`config.mk`:
```
export PLATFORM = sky130hd
export DESIGN_NAME = aotr_trim_regs
export DESIGN_NICKNAME = d
export VERILOG_FILES = /design/src/aotr_pkg.sv /design/src/aotr_fuse_loader.sv /design/src/aotr_trim_regs.sv
export SDC_FILE = /design/constraint.sdc
export NUM_CORES = 1
export LEC_CHECK = 0
export ABC_CLOCK_PERIOD_IN_PS = 3460
export BUFFER_PORTS_ARGS = -buffer_cell sky130_fd_sc_hd__buf_4
export CORE_UTILIZATION = 40
export DETAILED_ROUTE_END_ITERATION = 12
export SYNTH_ARGS = -nofsm -noshare
export SYNTH_HDL_FRONTEND = slang
export SYNTH_HIERARCHICAL = 1
export SYNTH_SLANG_ARGS = --single-unit
export TNS_END_PERCENT = 5
```
`constraint.sdc`:
```
create_clock -name sys_clk -period 3.46 [get_ports sys_clk]
set_input_delay 0.692 -clock sys_clk [delete_from_list [all_inputs] [get_ports sys_clk]]
set_output_delay 0.692 -clock sys_clk [all_outputs]
set_load 0.05 [all_outputs]
```
`src/aotr_pkg.sv`:
```
// Package for the converter offset and gain trim register bank.
// Assumes a 32-bit APB slave; offsets are not byte addresses as printed (some not multiples of four,
// so every printed offset is an index, byte address = 4 * index).
package aotr_pkg;

  // ------------------------------------------------------------
  // Register indices and geometry
  // ------------------------------------------------------------
  localparam int unsigned NUM_OFS = 7;
  localparam int unsigned ADDR_W  = 12;
  localparam logic [11:0] IDX_TRIM_C1  = 12'h332;
  localparam logic [11:0] IDX_TRIM_C2A = 12'h334;
  localparam logic [11:0] IDX_TRIM_C2B = 12'h336;
  localparam logic [11:0] IDX_TRIM_C3C = 12'h338;
  localparam logic [11:0] IDX_TRIM_C3D = 12'h33a;
  localparam logic [11:0] IDX_TRIM_C4  = 12'h33c;
  localparam logic [11:0] IDX_TRIM_C5  = 12'h33e;
  localparam logic [11:0] IDX_FINE_GAIN = 12'h360;
  localparam logic [11:0] IDX_FUSE_CTRL = 12'h370;

  // ------------------------------------------------------------
  // Field layouts and reset values
  // ------------------------------------------------------------
  localparam int unsigned OFS_REG_W  = 16;
  localparam int unsigned OFS_VAL_W  = 12;
  localparam int unsigned GAIN_REG_W = 8;
  localparam logic [15:0] OFS_RESET  = 16'h0000;
  localparam logic [7:0]  GAIN_RESET = 8'h00;
  localparam int unsigned FUSE_W     = NUM_OFS * OFS_REG_W + GAIN_REG_W;
  localparam int unsigned FUSE_LOAD_CYCLES = 4;
  localparam int unsigned FUSE_BUSY_BIT    = 0;
  localparam int unsigned FUSE_RELOAD_BIT  = 1;

  // Core input selection
  typedef struct packed {
    logic core2InputB;
    logic core3InputD;
  } aotr_insel_t;

  // Trims applied to the cores
  typedef struct packed {
    logic [11:0] core1;
    logic [11:0] core2;
    logic [11:0] core3;
    logic [11:0] core4;
    logic [11:0] core5;
    logic [7:0]  fine_gain_trim_core0;
  } aotr_trim_t;

endpackage : aotr_pkg

```
`src/aotr_fuse_loader.sv`:
```
// Fuse loader: loads factory trims after reset or on request.
// Assumes fuse word is static, from a fuse macro in the sys_clk domain.
`timescale 1ns/10ps
`default_nettype none
module aotr_fuse_loader (
  input  wire logic                       sys_clk,  // Clock
  input  wire logic                       rst_n,    // Async reset, active low
  input  wire logic                       reloadReq, // Pulse to reload fuses
  output logic                            loadStb,  // One-cycle load strobe
  output logic                            busy      // Load in progress
);
  typedef enum logic [1:0] {AOTR_IDLE, AOTR_WAIT, AOTR_LOAD} aotr_fstate_t;
  aotr_fstate_t stateQ;
  logic [2:0]   cntQ;
  wire          cntDone = (cntQ == 3'(aotr_pkg::FUSE_LOAD_CYCLES - 1));

  always_ff @(posedge sys_clk or negedge rst_n) begin
    if (!rst_n) begin
      stateQ  <= AOTR_WAIT;
      cntQ    <= 3'h0;
      loadStb <= 1'b0;
      busy    <= 1'b1;
    end else begin
      loadStb <= 1'b0;
      case (stateQ)
        AOTR_IDLE: begin
          busy <= reloadReq;
          cntQ <= 3'h0;
          if (reloadReq) begin
            stateQ <= AOTR_WAIT;
          end
        end
        AOTR_WAIT: begin
          cntQ <= cntQ + 3'h1;
          if (cntDone) begin
            stateQ <= AOTR_LOAD;
          end
        end
        default: begin
          loadStb <= 1'b1;
          busy    <= 1'b0;
          stateQ  <= AOTR_IDLE;
        end
      endcase
    end
  end
endmodule : aotr_fuse_loader
`default_nettype wire

```
`src/aotr_trim_regs.sv`:
```
// Offset and fine-gain trim register bank with APB slave.
// Assumes APB master on sys_clk; fuse word and input selects are synchronous to sys_clk.
//
// The APB interface to the registers was left to the implementer.
`timescale 1ns/10ps
`default_nettype none
module aotr_trim_regs (
  input  wire logic                              sys_clk,     // 250 MHz clock
  input  wire logic                              rst_n,       // Async reset, active low
  input  wire logic [31:0]                       paddr,       // APB address
  input  wire logic                              psel,        // APB select
  input  wire logic                              penable,     // APB enable
  input  wire logic                              pwrite,      // APB direction
  input  wire logic [31:0]                       pwdata,      // APB write data
  input  wire logic [3:0]                        pstrb,       // APB byte strobes
  output logic      [31:0]                       prdata,      // APB read data
  output logic                                   pready,      // APB ready
  output logic                                   pslverr,     // APB error
  input  wire logic [aotr_pkg::FUSE_W-1:0]       fuseWord,    // Factory trims
  input  wire aotr_pkg::aotr_insel_t             inputSel,    // Active inputs
  output aotr_pkg::aotr_trim_t                   trimOut      // Applied trims
);

  // ------------------------------------------------------------
  // Storage
  // ------------------------------------------------------------
  logic [15:0] ofsQ [aotr_pkg::NUM_OFS];
  logic [7:0]  gainQ;
  logic        reloadQ;
  logic        loadStb;
  logic        fuseBusy;

  aotr_fuse_loader u_loader (
    .sys_clk   (sys_clk),
    .rst_n     (rst_n),
    .reloadReq (reloadQ),
    .loadStb   (loadStb),
    .busy      (fuseBusy)
  );

  // ------------------------------------------------------------
  // Address decode
  // ------------------------------------------------------------
  wire        wordAligned = (paddr[1:0] == 2'h0) && (paddr[31:14] == 18'h0);
  wire [11:0] idx         = paddr[13:2];
  wire        access      = psel && penable;
  wire        wrAcc       = access && pwrite;
  wire        hitGain     = wordAligned && (idx == aotr_pkg::IDX_FINE_GAIN);
  wire        hitCtrl     = wordAligned && (idx == aotr_pkg::IDX_FUSE_CTRL);
  logic [aotr_pkg::NUM_OFS-1:0] hitOfs;
  logic [11:0] ofsIdx [aotr_pkg::NUM_OFS];
  assign ofsIdx[0] = aotr_pkg::IDX_TRIM_C1;
  assign ofsIdx[1] = aotr_pkg::IDX_TRIM_C2A;
  assign ofsIdx[2] = aotr_pkg::IDX_TRIM_C2B;
  assign ofsIdx[3] = aotr_pkg::IDX_TRIM_C3C;
  assign ofsIdx[4] = aotr_pkg::IDX_TRIM_C3D;
  assign ofsIdx[5] = aotr_pkg::IDX_TRIM_C4;
  assign ofsIdx[6] = aotr_pkg::IDX_TRIM_C5;
  wire        hitAny      = (|hitOfs) || hitGain || hitCtrl;

  // ------------------------------------------------------------
  // Offset registers
  // ------------------------------------------------------------
  genvar gi;
  generate
    for (gi = 0; gi < aotr_pkg::NUM_OFS; gi++) begin : g_ofs
      assign hitOfs[gi] = wordAligned && (idx == ofsIdx[gi]);
      wire [15:0] fuseVal = fuseWord[gi*16 +: 16];
      wire [15:0] wrVal   = {pstrb[1] ? pwdata[15:8] : ofsQ[gi][15:8],
                             pstrb[0] ? pwdata[7:0]  : ofsQ[gi][7:0]};
      always_ff @(posedge sys_clk or negedge rst_n) begin
        if (!rst_n) begin
          ofsQ[gi] <= aotr_pkg::OFS_RESET;
        end else if (loadStb) begin
          ofsQ[gi] <= fuseVal;
        end else if (wrAcc && hitOfs[gi]) begin
          ofsQ[gi] <= wrVal;
        end
      end
    end
  endgenerate

  // ------------------------------------------------------------
  // Gain and control
  // ------------------------------------------------------------
  wire [7:0] gainFuse = fuseWord[aotr_pkg::NUM_OFS*16 +: 8];

  always_ff @(posedge sys_clk or negedge rst_n) begin
    if (!rst_n) begin
      gainQ <= aotr_pkg::GAIN_RESET;
    end else if (loadStb) begin
      gainQ <= gainFuse;
    end else if (wrAcc && hitGain && pstrb[0]) begin
      gainQ <= pwdata[7:0];
    end
  end

  wire reloadD = wrAcc && hitCtrl && pstrb[0] && pwdata[aotr_pkg::FUSE_RELOAD_BIT];

  always_ff @(posedge sys_clk or negedge rst_n) begin
    if (!rst_n) begin
      reloadQ <= 1'b0;
    end else begin
      reloadQ <= reloadD && !fuseBusy;
    end
  end

  // ------------------------------------------------------------
  // Read mux and APB response
  // ------------------------------------------------------------
  logic [31:0] rdMux;
  always_comb begin
    rdMux = 32'h0;
    for (int i = 0; i < aotr_pkg::NUM_OFS; i++) begin
      if (hitOfs[i]) begin
        rdMux = {16'h0, ofsQ[i]};
      end
    end
    if (hitGain) begin
      rdMux = {24'h0, gainQ};
    end else if (hitCtrl) begin
      rdMux = {31'h0, fuseBusy};
    end
  end

  // Zero-wait answer: pready high in the access phase itself
  always_ff @(posedge sys_clk or negedge rst_n) begin
    if (!rst_n) begin
      prdata  <= 32'h0;
      pready  <= 1'b0;
      pslverr <= 1'b0;
    end else begin
      pready  <= psel && !penable;
      pslverr <= psel && !penable && !hitAny;
      prdata  <= (psel && !penable && !pwrite) ? rdMux : 32'h0;
    end
  end

  // ------------------------------------------------------------
  // Applied trims
  // ------------------------------------------------------------
  wire [11:0] core2Sel = inputSel.core2InputB ? ofsQ[2][11:0] : ofsQ[1][11:0];
  wire [11:0] core3Sel = inputSel.core3InputD ? ofsQ[4][11:0] : ofsQ[3][11:0];

  always_ff @(posedge sys_clk or negedge rst_n) begin
    if (!rst_n) begin
      trimOut <= '0;
    end else begin
      trimOut.core1 <= ofsQ[0][11:0];
      trimOut.core2 <= core2Sel;
      trimOut.core3 <= core3Sel;
      trimOut.core4 <= ofsQ[5][11:0];
      trimOut.core5 <= ofsQ[6][11:0];
      trimOut.fine_gain_trim_core0 <= gainQ;
    end
  end

endmodule : aotr_trim_regs
`default_nettype wire

```
---- After elaboration in Yosys (flattened, before gate mapping) ----
Index checks and enable logic that the tools add are counted.
storage, ports and cells
  input port bits ......................... 195
  register bits ........................... 230
  output and inout port bits .............. 102
  word-level logic and storage cells ...... 144
cells by class
  add/subtract/negate cells ............... 1
  equal/unequal tests ..................... 13
  muxes and demuxes ....................... 36
  reduce and logical (&&, ||, !) cells .... 65
operators with widths
  operator                                                number
  two-way mux 32 bit                                      9
  two-way mux 16 bit                                      15
  equality test 12 x 10 -> 1 bit (second input constant)  9
  two-way mux 8 bit                                       4
  AND reduction 2 bit                                     15
  logical AND 1 bit                                       28
  two-way mux 12 bit                                      2
  nonzero test 2 bit                                      11
  logical NOT 18 bit                                      1
  OR reduction 7 bit                                      1
  case mux 3 bit (2 select lines)                         1
  logical NOT 1 bit                                       4
  logical NOT 2 bit                                       2
  two-way mux 2 bit                                       2
  case mux 2 bit (2 select lines)                         1
  adder 3 x 1 -> 3 bit (second input constant)            1
  equality test 3 x 2 -> 1 bit (second input constant)    1
  equality test 2 x 1 -> 1 bit (second input constant)    1
  logical OR 1 bit                                        2
  != test 2 x 1 -> 1 bit (second input constant)          1
  != test 2 bit (second input constant)                   1
  case mux 1 bit (2 select lines)                         1
  OR reduction 2 bit                                      1
  two-way mux 1 bit                                       1

---- Logic depth before layout (Yosys ltp) ----
Gate-level depths: netlist of the first run.
  depth after elaboration ................. 13
  gate-level depth with buffers ........... 8
  mapped depth without buffers ............ 5

---- Hierarchy ----
The synthesis of the first run kept the hierarchy.
by module, submodules not included
  module            cells an instance  instances  sequential area each (µm²)  area each (µm²)
  aotr_trim_regs    906                1          5,180.0                     9,898.2
  aotr_fuse_loader  26                 1          177.7                       299.0

---- Least setup slack after synthesis of the first run ----
OpenSTA, ideal clock, no wires.
  path kind ............................... input to register
  start point ............................. input paddr[24]
  end point ............................... register gainQ[0]
  setup time .............................. 125 ps
  data arrival time ....................... 2,775 ps
  cell stages on the path ................. 6
  slack ................................... 560 ps
  data required time ...................... 3,335 ps
  buffers on the path ..................... 1
  cells stage by stage .................... or4b_4 -> or4_1 -> or3_1 -> buf_6 -> mux2_4 -> mux2_2
between the ends
  cells in the longest elaborated chain, start to end .. 6
RTL lines
  element                         line                  source
  start: declaration              aotr_trim_regs.sv:10  input wire logic [31:0] paddr,
  logical NOT 18 bit              aotr_trim_regs.sv:44  wire wordAligned = (paddr[1:0] == 2'h0) && (paddr[31:14] == 18'h0);
  logical AND 1 bit               aotr_trim_regs.sv:44
  logical AND 1 bit               aotr_trim_regs.sv:48  wire hitGain = wordAligned && (idx == aotr_pkg::IDX_FINE_GAIN);
  logical AND 1 bit (2 in a row)  aotr_trim_regs.sv:93  end else if (wrAcc && hitGain && pstrb[0]) begin
  nonzero test 2 bit (no line)    --
  end signal: assignment          aotr_trim_regs.sv:90  gainQ <= aotr_pkg::GAIN_RESET;
  end signal: assignment          aotr_trim_regs.sv:92  gainQ <= gainFuse;
  end signal: assignment          aotr_trim_regs.sv:94  gainQ <= pwdata[7:0];
  end: declaration                aotr_trim_regs.sv:28  logic [7:0] gainQ;
No other way between the ends.
A chain may end at the register's enable or synchronous reset.

---- Final worst setup path of the first run ----
  start point ............................. input paddr[24]
  end point ............................... register gainQ[2]
The elaborated chain is that of the path after synthesis.

==> reports/metrics.csv, run 1 <==
stage;metric;value;unit
status;run_status;finished, final reports clean;
sta;finalHoldViolations;0;
logic_synthesis;synth-edff-count;0;
sta;relSlewSlack;17.87;%
placement;io_buffer_count;262;
clocking;clk_path_buf_depth;3;
clocking;post_cts_resized;0;
logic_synthesis;syn-cell-area;0.01020;mm²
setup_path;reg2reg_slack;1.20;ns
floorplanning;die_w;161.7;µm
sta;hold-worst-slack;0.1869;ns
floorplanning;start_util;40.61;%
final_layout;area_growth;30.49;%
final_layout;register_area;0.005361;mm²
global_route;grt_pass1_vias;8429;
sta;drv_slew;0;
global_route;grt_max_degree;133;
floorplanning;rows;58;
logic_synthesis;synth_ff_type;dfrtp_1;
global_route;grt-ovfl-total;0;
clocking;clkSinkCount;214;
logic_synthesis;postSynthCellCount;932;
setup_path;crit_chain;buf_4 -> or4b_4 -> or4_1 -> or3_1 -> mux2_4 -> mux2_2;
floorplanning;core;0.02511;mm²
setup_path;cp_slowest_cell;or3_1;
setup_path;crit_family;simple AND/OR/NAND/NOR gates;
clocking;insertion_delay;0.51;ns
setup_path;start_kind;input pin;
worst_hold_path;hold_path.class;in -> async;
global_route;grt_pass1_wl;48.62;mm
logic_synthesis;yosys_warnings;6;
drt;first_pass_iters;5;
sta;fin_tns_setup;0;ns
setup_path;r2r_end;ofsQ[100];
drt;wl;31.86;mm
global_route;grt_antenna_before_repair;3;
setup_path;cpPeakStageDelay;0.63;ns
power;powerDensity;405.6;mW/mm²
sta;setup_violations;0;
setup_path;cp-end-kind;flop;
clocking;cts-hold-fix-buffers;0;
setup_path;crit_buf_inv;1;
clocking;cts_buffers;24;
drt;post_drt_wl_per_cell;20.74;µm
logic_synthesis;synth_cell_types;59;
final_layout;fill_cells;2326;
drt;dr_total_vias;8269;
logic_synthesis;ys_async_sr_fraction;100.0;%
logic_synthesis;synth-seq-cells;214;
setup_path;worstPathRequired;3.85;ns
power;p_leak;0.006463;µW
floorplanning;die_y;161.7;µm
clocking;cts_root_buf;clkbuf_16;
floorplanning;dieArea;0.02614;mm²
setup_path;arrival;3.20;ns
placement;dp_hpwl;22.78;mm
clocking;post-cts-setup-buffer-count;0;
setup_path;crit_start;paddr[24];
power;peakVddDrop;0.2540;mV
global_route;grt_usage;24.45;%
drt;antenna_left;0;
setup_path;crit_fanout;8;
logic_synthesis;syn_area_per_cell;10.94;µm²
sta;fmax;356.5;MHz
run;maxCapViolCount;0;
placement;place_congestion;0.9002;
clocking;path_clk_slew;0.06;ns
sta;rsz0062_at_grt;false;
drt;drt_iter0_drc;445;
sta;fin_skew;0.005530;ns
setup_path;path_class;in -> reg;
drt;drc_errors;0;
setup_path;r2r_cells;2;
final_layout;nets;1386;
final_layout;multi_input_area;0.004504;mm²
setup_path;worstReg2RegStart;u_loader/loadStb;
drt;via_per_inst;5.383;
sta;tightestPinTransition;1.226;ns
sta;finalCritPeriodShare;81.07;%
sta;period_minus_slack;2.805;ns
clocking;cts_tree;yes;
clocking;h-tree-depth;1;
logic_synthesis;ys_seq_area_share;52.54;%
final_layout;drive_above_1_share;35.60;%
floorplanning;pin_count;297;
cells in the mapped netlist (3+ instances only):
cell | n | area share (%)
buf_4 | 16 | 1.2
nand4_1 | 11 | 0.67
nand3b_1 | 32 | 2.4
nor3_1 | 4 | 0.20
and4_1 | 6 | 0.52
o21ai_1 | 11 | 0.54
nor3_4 | 3 | 0.48
buf_6 | 3 | 0.33
buf_2 | 4 | 0.20
mux2_4 | 8 | 1.2
o21ai_2 | 3 | 0.26
a211oi_1 | 4 | 0.29
or3_1 | 7 | 0.43
a221oi_1 | 9 | 0.77
a22oi_1 | 3 | 0.22
dfrtp_1 | 212 | 52
o211ai_1 | 43 | 3.2
nor2b_1 | 5 | 0.31
inv_1 | 5 | 0.18
a2111oi_0 | 7 | 0.60
clkbuf_1 | 47 | 1.7
nor2_1 | 17 | 0.63
buf_1 | 6 | 0.22
nand3_1 | 18 | 0.88
nand2b_1 | 22 | 1.3
o32ai_1 | 6 | 0.52
nor4_1 | 13 | 0.80
nand2_1 | 149 | 5.5
mux2i_1 | 66 | 6.5
or4_1 | 4 | 0.29
mux2_2 | 75 | 8.3
o21ai_0 | 73 | 3.6
layout by cell type, fill, tap and decap left out, types with 5 or more instances in the layout:
cell       netlist  final
mux2i_1         66     66
o211ai_1        43     43
nand3_1         18     18
buf_4           16    288
o21ai_0         73     73
a221oi_1         9      9
or3_1            7      7
clkbuf_8         0      9
nand3b_1        32     32
nor2_1          17     17
o21ai_1         11     11
mux2_4           8      8
nor4_1          13     13
dfrtp_1        212    211
nand2_1        149    149
conb_1           1     16
clkbuf_16        0     25
o32ai_1          6      6
and4_1           6      6
inv_1            5      5
nand4_1         11     11
clkbuf_1        47      8
nand2b_1        22     22
nor2b_1          5      5
a2111oi_0        7      7
mux2_2          75     75
flip-flops by register name (all words and copies together) (netlist names):
signal / count
ofsQ: 112
trimOut: 68
prdata: 16
gainQ: 8
u_loader/cntQ: 3
u_loader/stateQ: 2
pready: 1
pslverr: 1
reloadQ: 1
u_loader/busy: 1
u_loader/loadStb: 1
metal layers:
layer | GRT usage, % | up-vias | part of all wire (%)
met5 | 0 | - | 0.082
met4 | 7.504 | 4 | 2.8
met3 | 5.873 | 57 | 7.9
met2 | 41.20 | 311 | 48
met1 | 31.09 | 4037 | 41
li1 | - | 3860 | -
metrics by stage:
| stage | setup WS [ns] | power, µW | instances | area (µm²) | utilization [%] |
|---|---|---|---|---|---|
| floorplan | 0.5598 | 2689 | 947 | 10250 | - |
| global placement | 0.1646 | 2966 | 1493 | 12530 | 49.92 |
| detailed placement | 0.1548 | 2967 | 1493 | 12530 | 49.92 |
| CTS | 0.6829 | 5458 | 1535 | 13300 | 52.98 |
| global route | 0.6058 | 5570 | 1535 | 13300 | 52.98 |
| finish | 0.6549 | 5398 | 1536 | 13310 | 52.99 |
power by group:
| group | internal, µW | switching, µW | total [µW] |
|---|---|---|---|
| clock | 1490 | 991 | 2480 |
| sequential | 2500 | 0.627 | 2510 |
| combinational | 170 | 243 | 413 |
cells by family (layout without fill, tap and decap cells):
logic type,count (synthesis),count (layout),share of synthesized area [%]
simple gates,313,313,16.47
flops,214,214,52.54
compound gates,172,172,10.93
mux,149,149,15.94
buf+inv,81,339,3.841
fa+ha+maj,2,2,0.2454
other cells,1,17,0.03677
layout make-up:
cell class / count / share of cell area [%]
inverter: 5 / 0.1410
antenna: 1 / 0.01881
sequential: 214 / 40.29
multi-input combinational: 652 / 33.85
timing repair buffer: 292 / 16.80
clock inverter: 1 / 0.03761
tap: 330 / 3.103
clock buffer: 41 / 5.755
worst max-delay path by stage:
stage / endpoint / slack [ns] / cells past startpoint
floorplan: gainQ[0] / 0.56 / 6
global placement: gainQ[5] / 0.16 / 6
detailed placement: gainQ[2] / 0.15 / 6
CTS: gainQ[2] / 0.68 / 6
global route: prdata[8] / 0.61 / 7
finish: gainQ[2] / 0.65 / 6
(Power assumes the default switching activity.)
==> run 2, diff against run 1 <==
--- a/config.mk
+++ b/config.mk
@@ -5,10 +5,11 @@
 export SDC_FILE = /design/constraint.sdc
 export NUM_CORES = 1
 export LEC_CHECK = 0
-export ABC_CLOCK_PERIOD_IN_PS = 3460
+export ABC_CLOCK_PERIOD_IN_PS = 2300
 export BUFFER_PORTS_ARGS = -buffer_cell sky130_fd_sc_hd__buf_4
 export CORE_UTILIZATION = 40
 export DETAILED_ROUTE_END_ITERATION = 12
+export PLACE_DENSITY = 0.67
 export SYNTH_ARGS = -nofsm -noshare
 export SYNTH_HDL_FRONTEND = slang
 export SYNTH_HIERARCHICAL = 1
==> constraint.sdc (replaced) <==
create_clock -name sys_clk -period 2.3 [get_ports sys_clk]
set_input_delay 0.46 -clock sys_clk [delete_from_list [all_inputs] [get_ports sys_clk]]
set_output_delay 0.46 -clock sys_clk [all_outputs]
set_load 0.05 [all_outputs]
==> reports/metrics.csv, run 2 (synthesis gave the netlist of run 1 again) <==
stage;metric;value;unit;change
sta;rsz0062_at_grt;true;;was false
sta;fin_skew;0.007259;ns;was 0.005530 ns
global_route;grt-ovfl-total;0;;unchanged
final_layout;drive_above_1_share;38.58;%;was 35.60%
clocking;path_clk_slew;0.06;ns;about the same
floorplanning;die_y;161.7;µm;unchanged
drt;wl;31.92;mm;was 31.86 mm
placement;dp_slack;-0.5252;ns;was 0.1548 ns
final_layout;largest_reg_flops;112;;unchanged
power;p_leak;0.006722;µW;was 0.006463 µW
final_layout;fill_cells;2189;;was 2326
sta;period_minus_slack;2.269;ns;
setup_path;cp-end-kind;flop;;unchanged
global_route;grt_max_degree;85;;was 133
worst_hold_path;hold_path.class;in -> reg;;was in -> async
clocking;post-cts-setup-buffer-count;0;;unchanged
global_route;grt_busiest_layer;met2;;unchanged
sta;fmax;440.8;MHz;
run;maxCapViolCount;0;;unchanged
setup_path;worstReg2RegStart;u_loader/loadStb;;unchanged
final_layout;reg_top3;ofsQ x112, trimOut x68, prdata x16;;unchanged
global_route;met3_usage;4.494;%;was 5.873%
setup_path;cpPeakStageDelay;0.53;ns;was 0.63 ns
clocking;cts_root_buf;clkbuf_16;;unchanged
clocking;clkSinkCount;214;;unchanged
drt;first_pass_iters;5;;unchanged
sta;finalCritPeriodShare;98.64;%;
setup_path;crit_chain;buf_4 -> or4b_4 -> or4_4 -> or3_4 -> buf_6 -> mux2_4 -> mux2_2;;was buf_4 -> or4b_4 -> or4_1 -> or3_1 -> mux2_4 -> mux2_2
sta;setup_slack;0.03122;ns;was 0.6549 ns
drt;drc_errors;0;;unchanged
sta;finalHoldViolations;0;;unchanged
drt;drt_iter0_drc;585;;was 445
setup_path;start_kind;input pin;;unchanged
placement;place_congestion;0.8971;;was 0.9002
power;peakVddDrop;0.4147;mV;was 0.2540 mV
drt;post_drt_wl_per_cell;20.18;µm;was 20.74 µm
worst_hold_path;hold_depth;3;;
clocking;clk_path_buf_depth;3;;unchanged
floorplanning;pin_count;297;;unchanged
final_layout;largest_register;ofsQ;;unchanged
floorplanning;start_util;40.61;%;unchanged
placement;io_buffer_count;262;;unchanged
global_route;grt_usage;24.41;%;was 24.45%
drt;via_per_inst;5.413;;was 5.383
final_layout;area_growth;35.31;%;was 30.49%
worst_hold_path;hold_end;ofsQ[8];;
final_layout;diodes;0;;was 1
global_route;grt_pass1_wl;49.34;mm;was 48.62 mm
final_layout;nets;1431;;was 1386
final_layout;layout_commonest_cell;buf_4;;unchanged
setup_path;r2r_end;ofsQ[106];;was ofsQ[100]
setup_path;path_class;in -> reg;;unchanged
floorplanning;rows;58;;unchanged
global_route;grt_util_met2;40.62;%;was 41.20%
setup_path;arrival;2.67;ns;was 3.20 ns
placement;dp_hpwl;22.92;mm;was 22.78 mm
clocking;cts_tree;yes;;unchanged
clocking;insertion_delay;0.52;ns;was 0.51 ns
drt;dr_total_vias;8564;;was 8269
floorplanning;core;0.02511;mm²;unchanged
floorplanning;dieArea;0.02614;mm²;unchanged
final_layout;layout_common_cells;buf_4 (325), dfrtp_1 (211), nand2_1 (149);;was buf_4 (288), dfrtp_1 (211), nand2_1 (149)
sta;tightestPinTransition;0.6957;ns;was 1.226 ns
setup_path;reg2reg_slack;0.58;ns;was 1.20 ns
setup_path;r2r_cells;4;;was 2
sta;setup_violations;0;;unchanged
power;finalPower;8327;µW;was 5398 µW
status;run_status;finished, final reports clean;;unchanged
setup_path;crit_buf_inv;2;;was 1
global_route;grt_use_met1;31.30;%;was 31.09%
setup_path;cp_slowest_cell;or4b_4;;was or3_1
global_route;grt_antenna_before_repair;1;;was 3
clocking;h-tree-depth;1;;unchanged
clocking;cts_buffers;24;;unchanged
drt;antenna_left;0;;unchanged
final_layout;layout.core_utilization;54.95;%;was 52.99%
sta;relSlewSlack;53.62;%;was 17.87%
worst_hold_path;hp-start;fuseWord[104];;
setup_path;crit_fanout;8;;unchanged
sta;drv_slew;0;;unchanged
power;powerDensity;603.5;mW/mm²;was 405.6 mW/mm²
setup_path;worstPathRequired;2.70;ns;was 3.85 ns
global_route;grt_pass1_vias;8852;;was 8429
setup_path;crit_family;simple AND/OR/NAND/NOR gates;;unchanged
floorplanning;die_w;161.7;µm;unchanged
setup_path;crit_cells;7;;was 6
run 2: cell types whose count changed in the layout (fill, tap and decap cells not counted), sizes merged:
cell | before | now
clkinvlp | 0 | 2
diode | 1 | 0
clkbuf | 42 | 35
bufinv | 0 | 2
buf | 291 | 336
clkinv | 1 | 5
dlygate4sd3 | 0 | 1
run 2: per-stage QoR:
stage / cell area, µm² / hold WS (ns) / instances / setup TNS (ns)
3_5_place_dp: 12950 / 0.3821 / 1537 / -41.27
5_1_grt: 13800 / 0.1457 / 1582 / -0.008480
4_1_cts: 13780 / 0.1375 / 1582 / 0
2_1_floorplan: 10260 / 0.1644 / 947 / -16.00
6_report: 13800 / 0.1481 / 1582 / 0
3_3_place_gp: 12950 / 0.3843 / 1537 / -40.13
run 2: timing repair:
action | in CTS | in global routing
hold buffers | 1 | 0
endpoints found under the setup margin | 1 | 11
resized for setup | 2 | 7
hold endpoints to repair | 48 | 0
run 2: cell type report:
class / instances / area (µm²) / area share [%]
clock buffers: 35 / 713.2 / 5.169
clock inverters: 9 / 100.1 / 0.7254
inverters: 5 / 18.77 / 0.1360
multi-input cells: 652 / 4536 / 32.87
flip-flops and latches: 214 / 5361 / 38.86
well taps: 330 / 412.9 / 2.992
repair buffers: 337 / 2656 / 19.25
run 2: tightest hold or removal path, delay by kind of cell:
kind / cells / cell delay (ns)
buf+inv: 1 / 0.08
compound gates: 1 / 0.06
simple gates: 1 / 0.04
run 2: report_power, final:
group,internal [µW],switching [µW]
logic,281,376
clock network,2370,1530
registers,3770,0.624
run 2: worst max-delay path by stage:
| stage | slack [ns] | end | startpoint |
|---|---|---|---|
| finish | 0.03 | gainQ[2] | paddr[24] |
| global placement | -0.52 | gainQ[0] | paddr[24] |
| detailed placement | -0.53 | gainQ[2] | paddr[24] |
| global route | -0.008 | gainQ[2] | paddr[24] |
| CTS | 0.001 | prdata[8] | paddr[24] |
| floorplan | -0.33 | gainQ[0] | paddr[24] |
run 2: metal layers:
layer	vias to the layer above	wire length, µm
met4	2	1346
li1	3957	-
met2	402	15380
met1	4120	12900
met5	-	17
met3	83	2281
==> run 3, diff against run 2 <==
--- a/config.mk
+++ b/config.mk
@@ -5,11 +5,10 @@
 export SDC_FILE = /design/constraint.sdc
 export NUM_CORES = 1
 export LEC_CHECK = 0
-export ABC_CLOCK_PERIOD_IN_PS = 2300
+export ABC_CLOCK_PERIOD_IN_PS = 2900
 export BUFFER_PORTS_ARGS = -buffer_cell sky130_fd_sc_hd__buf_4
 export CORE_UTILIZATION = 40
 export DETAILED_ROUTE_END_ITERATION = 12
-export PLACE_DENSITY = 0.67
 export SYNTH_ARGS = -nofsm -noshare
 export SYNTH_HDL_FRONTEND = slang
 export SYNTH_HIERARCHICAL = 1
==> constraint.sdc (replaced) <==
create_clock -name sys_clk -period 2.9 [get_ports sys_clk]
set_input_delay 0.58 -clock sys_clk [delete_from_list [all_inputs] [get_ports sys_clk]]
set_output_delay 0.58 -clock sys_clk [all_outputs]
set_load 0.05 [all_outputs]
==> reports/metrics.csv, run 3 (synthesis gave the netlist of run 1 again) <==
stage;metric;value;unit;change
status;run_status;finished, final reports clean;;unchanged
setup_path;cpPeakStageDelay;0.56;ns;was 0.53 ns
floorplanning;die_y;161.7;µm;unchanged
drt;via_per_inst;5.389;;was 5.413
drt;first_pass_iters;5;;unchanged
sta;setup_violations;0;;unchanged
placement;io_buffer_count;262;;unchanged
setup_path;path_class;in -> reg;;unchanged
placement;place_congestion;0.9240;;was 0.8971
placement;dpl_cell_area;0.01278;mm²;was 0.01295 mm²
clocking;insertion_delay;0.51;ns;was 0.52 ns
sta;tightestPinTransition;1.046;ns;was 0.6957 ns
global_route;grt_antenna_before_repair;3;;was 1
drt;drt_iter0_drc;614;;was 585
sta;finalHoldViolations;0;;unchanged
floorplanning;dieArea;0.02614;mm²;unchanged
floorplanning;core;0.02511;mm²;unchanged
sta;rsz0062_at_grt;false;;was true
drt;antenna_left;0;;unchanged
global_route;grt_usage;24.47;%;was 24.41%
sta;fmax;397.7;MHz;
final_layout;layout_common_cells;buf_4 (307), dfrtp_1 (211), nand2_1 (149);;was buf_4 (325), dfrtp_1 (211), nand2_1 (149)
floorplanning;pin_count;297;;unchanged
setup_path;crit_buf_inv;2;;unchanged
worst_hold_path;hold_path.class;in -> async;;was in -> reg
sta;period_minus_slack;2.514;ns;
setup_path;crit_fanout;4;;was 8
clocking;h-tree-depth;1;;unchanged
setup_path;worstPathRequired;3.28;ns;was 2.70 ns
drt;wl;32.08;mm;was 31.92 mm
final_layout;reg_top3;ofsQ x112, trimOut x68, prdata x16;;unchanged
setup_path;crit_top_cell;buf_4;;
sta;finalCritPeriodShare;86.70;%;
global_route;grt-ovfl-total;0;;unchanged
sta;hold-worst-slack;0.07819;ns;was 0.1481 ns
sta;drv_slew;0;;unchanged
setup_path;arrival;2.90;ns;was 2.67 ns
power;peakVddDrop;0.3218;mV;was 0.4147 mV
sta;relSlewSlack;30.26;%;was 53.62%
floorplanning;die_w;161.7;µm;unchanged
clocking;post_cts_resized;0;;was 2
clocking;clkSinkCount;214;;unchanged
drt;dr_total_vias;8386;;was 8564
setup_path;cp-end-kind;flop;;unchanged
drt;drc_errors;0;;unchanged
clocking;cts_tree;yes;;unchanged
final_layout;layout_commonest_cell;buf_4;;unchanged
setup_path;crit_family;simple AND/OR/NAND/NOR gates;;unchanged
clocking;clk_path_buf_depth;3;;unchanged
final_layout;largest_reg_flops;112;;unchanged
clocking;cts_buffers;23;;was 24
drt;post_drt_wl_per_cell;20.62;µm;was 20.18 µm
power;powerDensity;460.7;mW/mm²;was 603.5 mW/mm²
run;maxCapViolCount;0;;unchanged
placement;dp_hpwl;23.22;mm;was 22.92 mm
setup_path;start_kind;input pin;;unchanged
clocking;post-cts-setup-buffer-count;0;;unchanged
final_layout;largest_register;ofsQ;;unchanged
power;p_leak;0.006540;µW;was 0.006722 µW
final_layout;nets;1409;;was 1431
floorplanning;start_util;40.61;%;unchanged
floorplanning;rows;58;;unchanged
sta;fin_skew;0.01868;ns;was 0.007259 ns
final_layout;area_growth;31.93;%;was 35.31%
clocking;cts_root_buf;clkbuf_16;;unchanged
setup_path;crit_chain;buf_4 -> or4b_4 -> or4_1 -> or3_1 -> buf_4 -> mux2_4 -> mux2_2;;was buf_4 -> or4b_4 -> or4_4 -> or3_4 -> buf_6 -> mux2_4 -> mux2_2
global_route;grt_pass1_vias;8445;;was 8852
clocking;cts-hold-fix-buffers;0;;was 1
clocking;path_clk_slew;0.06;ns;about the same
final_layout;diodes;0;;unchanged
final_layout;drive_above_1_share;36.46;%;was 38.58%
setup_path;cp_slowest_cell;or4b_4;;unchanged
global_route;grt_pass1_wl;48.67;mm;was 49.34 mm
final_layout;fin_area;0.01345;mm²;was 0.01380 mm²
global_route;grt_max_degree;110;;was 85
power;finalPower;6198;µW;was 8327 µW
[run 3: cell count changes in the layout (fill, tap and decap cells not counted), moves of 2 or more]
cell / before / now
clkbuf_16: 25 / 23
clkbuf_1: 5 / 11
buf_4: 325 / 307
bufinv_16: 2 / 0
a2111oi_0: 3 / 7
a2111oi_1: 3 / 0
clkinvlp_4: 2 / 0
or4_1: 2 / 4
or4_4: 4 / 2
clkinv_2: 5 / 1
[run 3: cell type report]
| class | count | area (µm²) |
|---|---|---|
| Multi-Input combinational cell | 652 | 4504 |
| Clock buffer | 38 | 671.9 |
| Timing Repair Buffer | 316 | 2479 |
| Inverter | 5 | 18.77 |
| Fill cell | 2323 | 11660 |
| Tap cell | 330 | 412.9 |
| Clock inverter | 1 | 5.005 |
| Sequential cell | 214 | 5361 |
[run 3: stage by stage]
step	cells	worst slack [ns]	utilization [%]	setup TNS, ns
floorplan	947	0.1118	-	0
global placement	1517	-0.08538	50.88	-1.067
detailed placement	1517	-0.1082	50.88	-1.538
CTS	1556	0.4165	53.58	0
global route	1556	0.2807	53.58	0
finish	1556	0.3856	53.58	0
[run 3: power by group]
| group | total (µW) | switching (µW) | internal [µW] |
|---|---|---|---|
| clock | 2700 | 1140 | 1560 |
| combinational | 505 | 292 | 213 |
| sequential | 2990 | 0.707 | 2990 |
[run 3: routing by layer]
layer	routed length, µm	vias to the layer above	part of all wire [%]	GRT usage (%)
li1	-	3911	-	-
met1	13410	4075	42	32.25
met4	726	6	2.3	6.690
met2	15430	343	48	40.60
met3	2474	51	7.7	5.439
met5	47	-	0.15	0
[run 3: final timing paths]
kind | start | end | slack [ns] | cells after the start
worst min register to register | ofsQ[96] | trimOut[56] | 0.40 | 0
worst max-delay path | paddr[24] | gainQ[6] | 0.39 | 7
min in group sys_clk | fuseWord[39] | ofsQ[71] | 0.28 | 3
worst max register to register | u_loader/loadStb | ofsQ[106] | 1.00 | 3
max in group asynchronous | rst_n | u_loader/busy | 2.12 | 2
worst min-delay path | rst_n | trimOut[58] | 0.08 | 1
[run 3: worst register-to-register path: cells and delay by family, from the launching register on]
family	cells	cell delay (ns)
mux	1	0.36
flops	1	0.81
compound gates	1	0.40
buf+inv	1	0.24
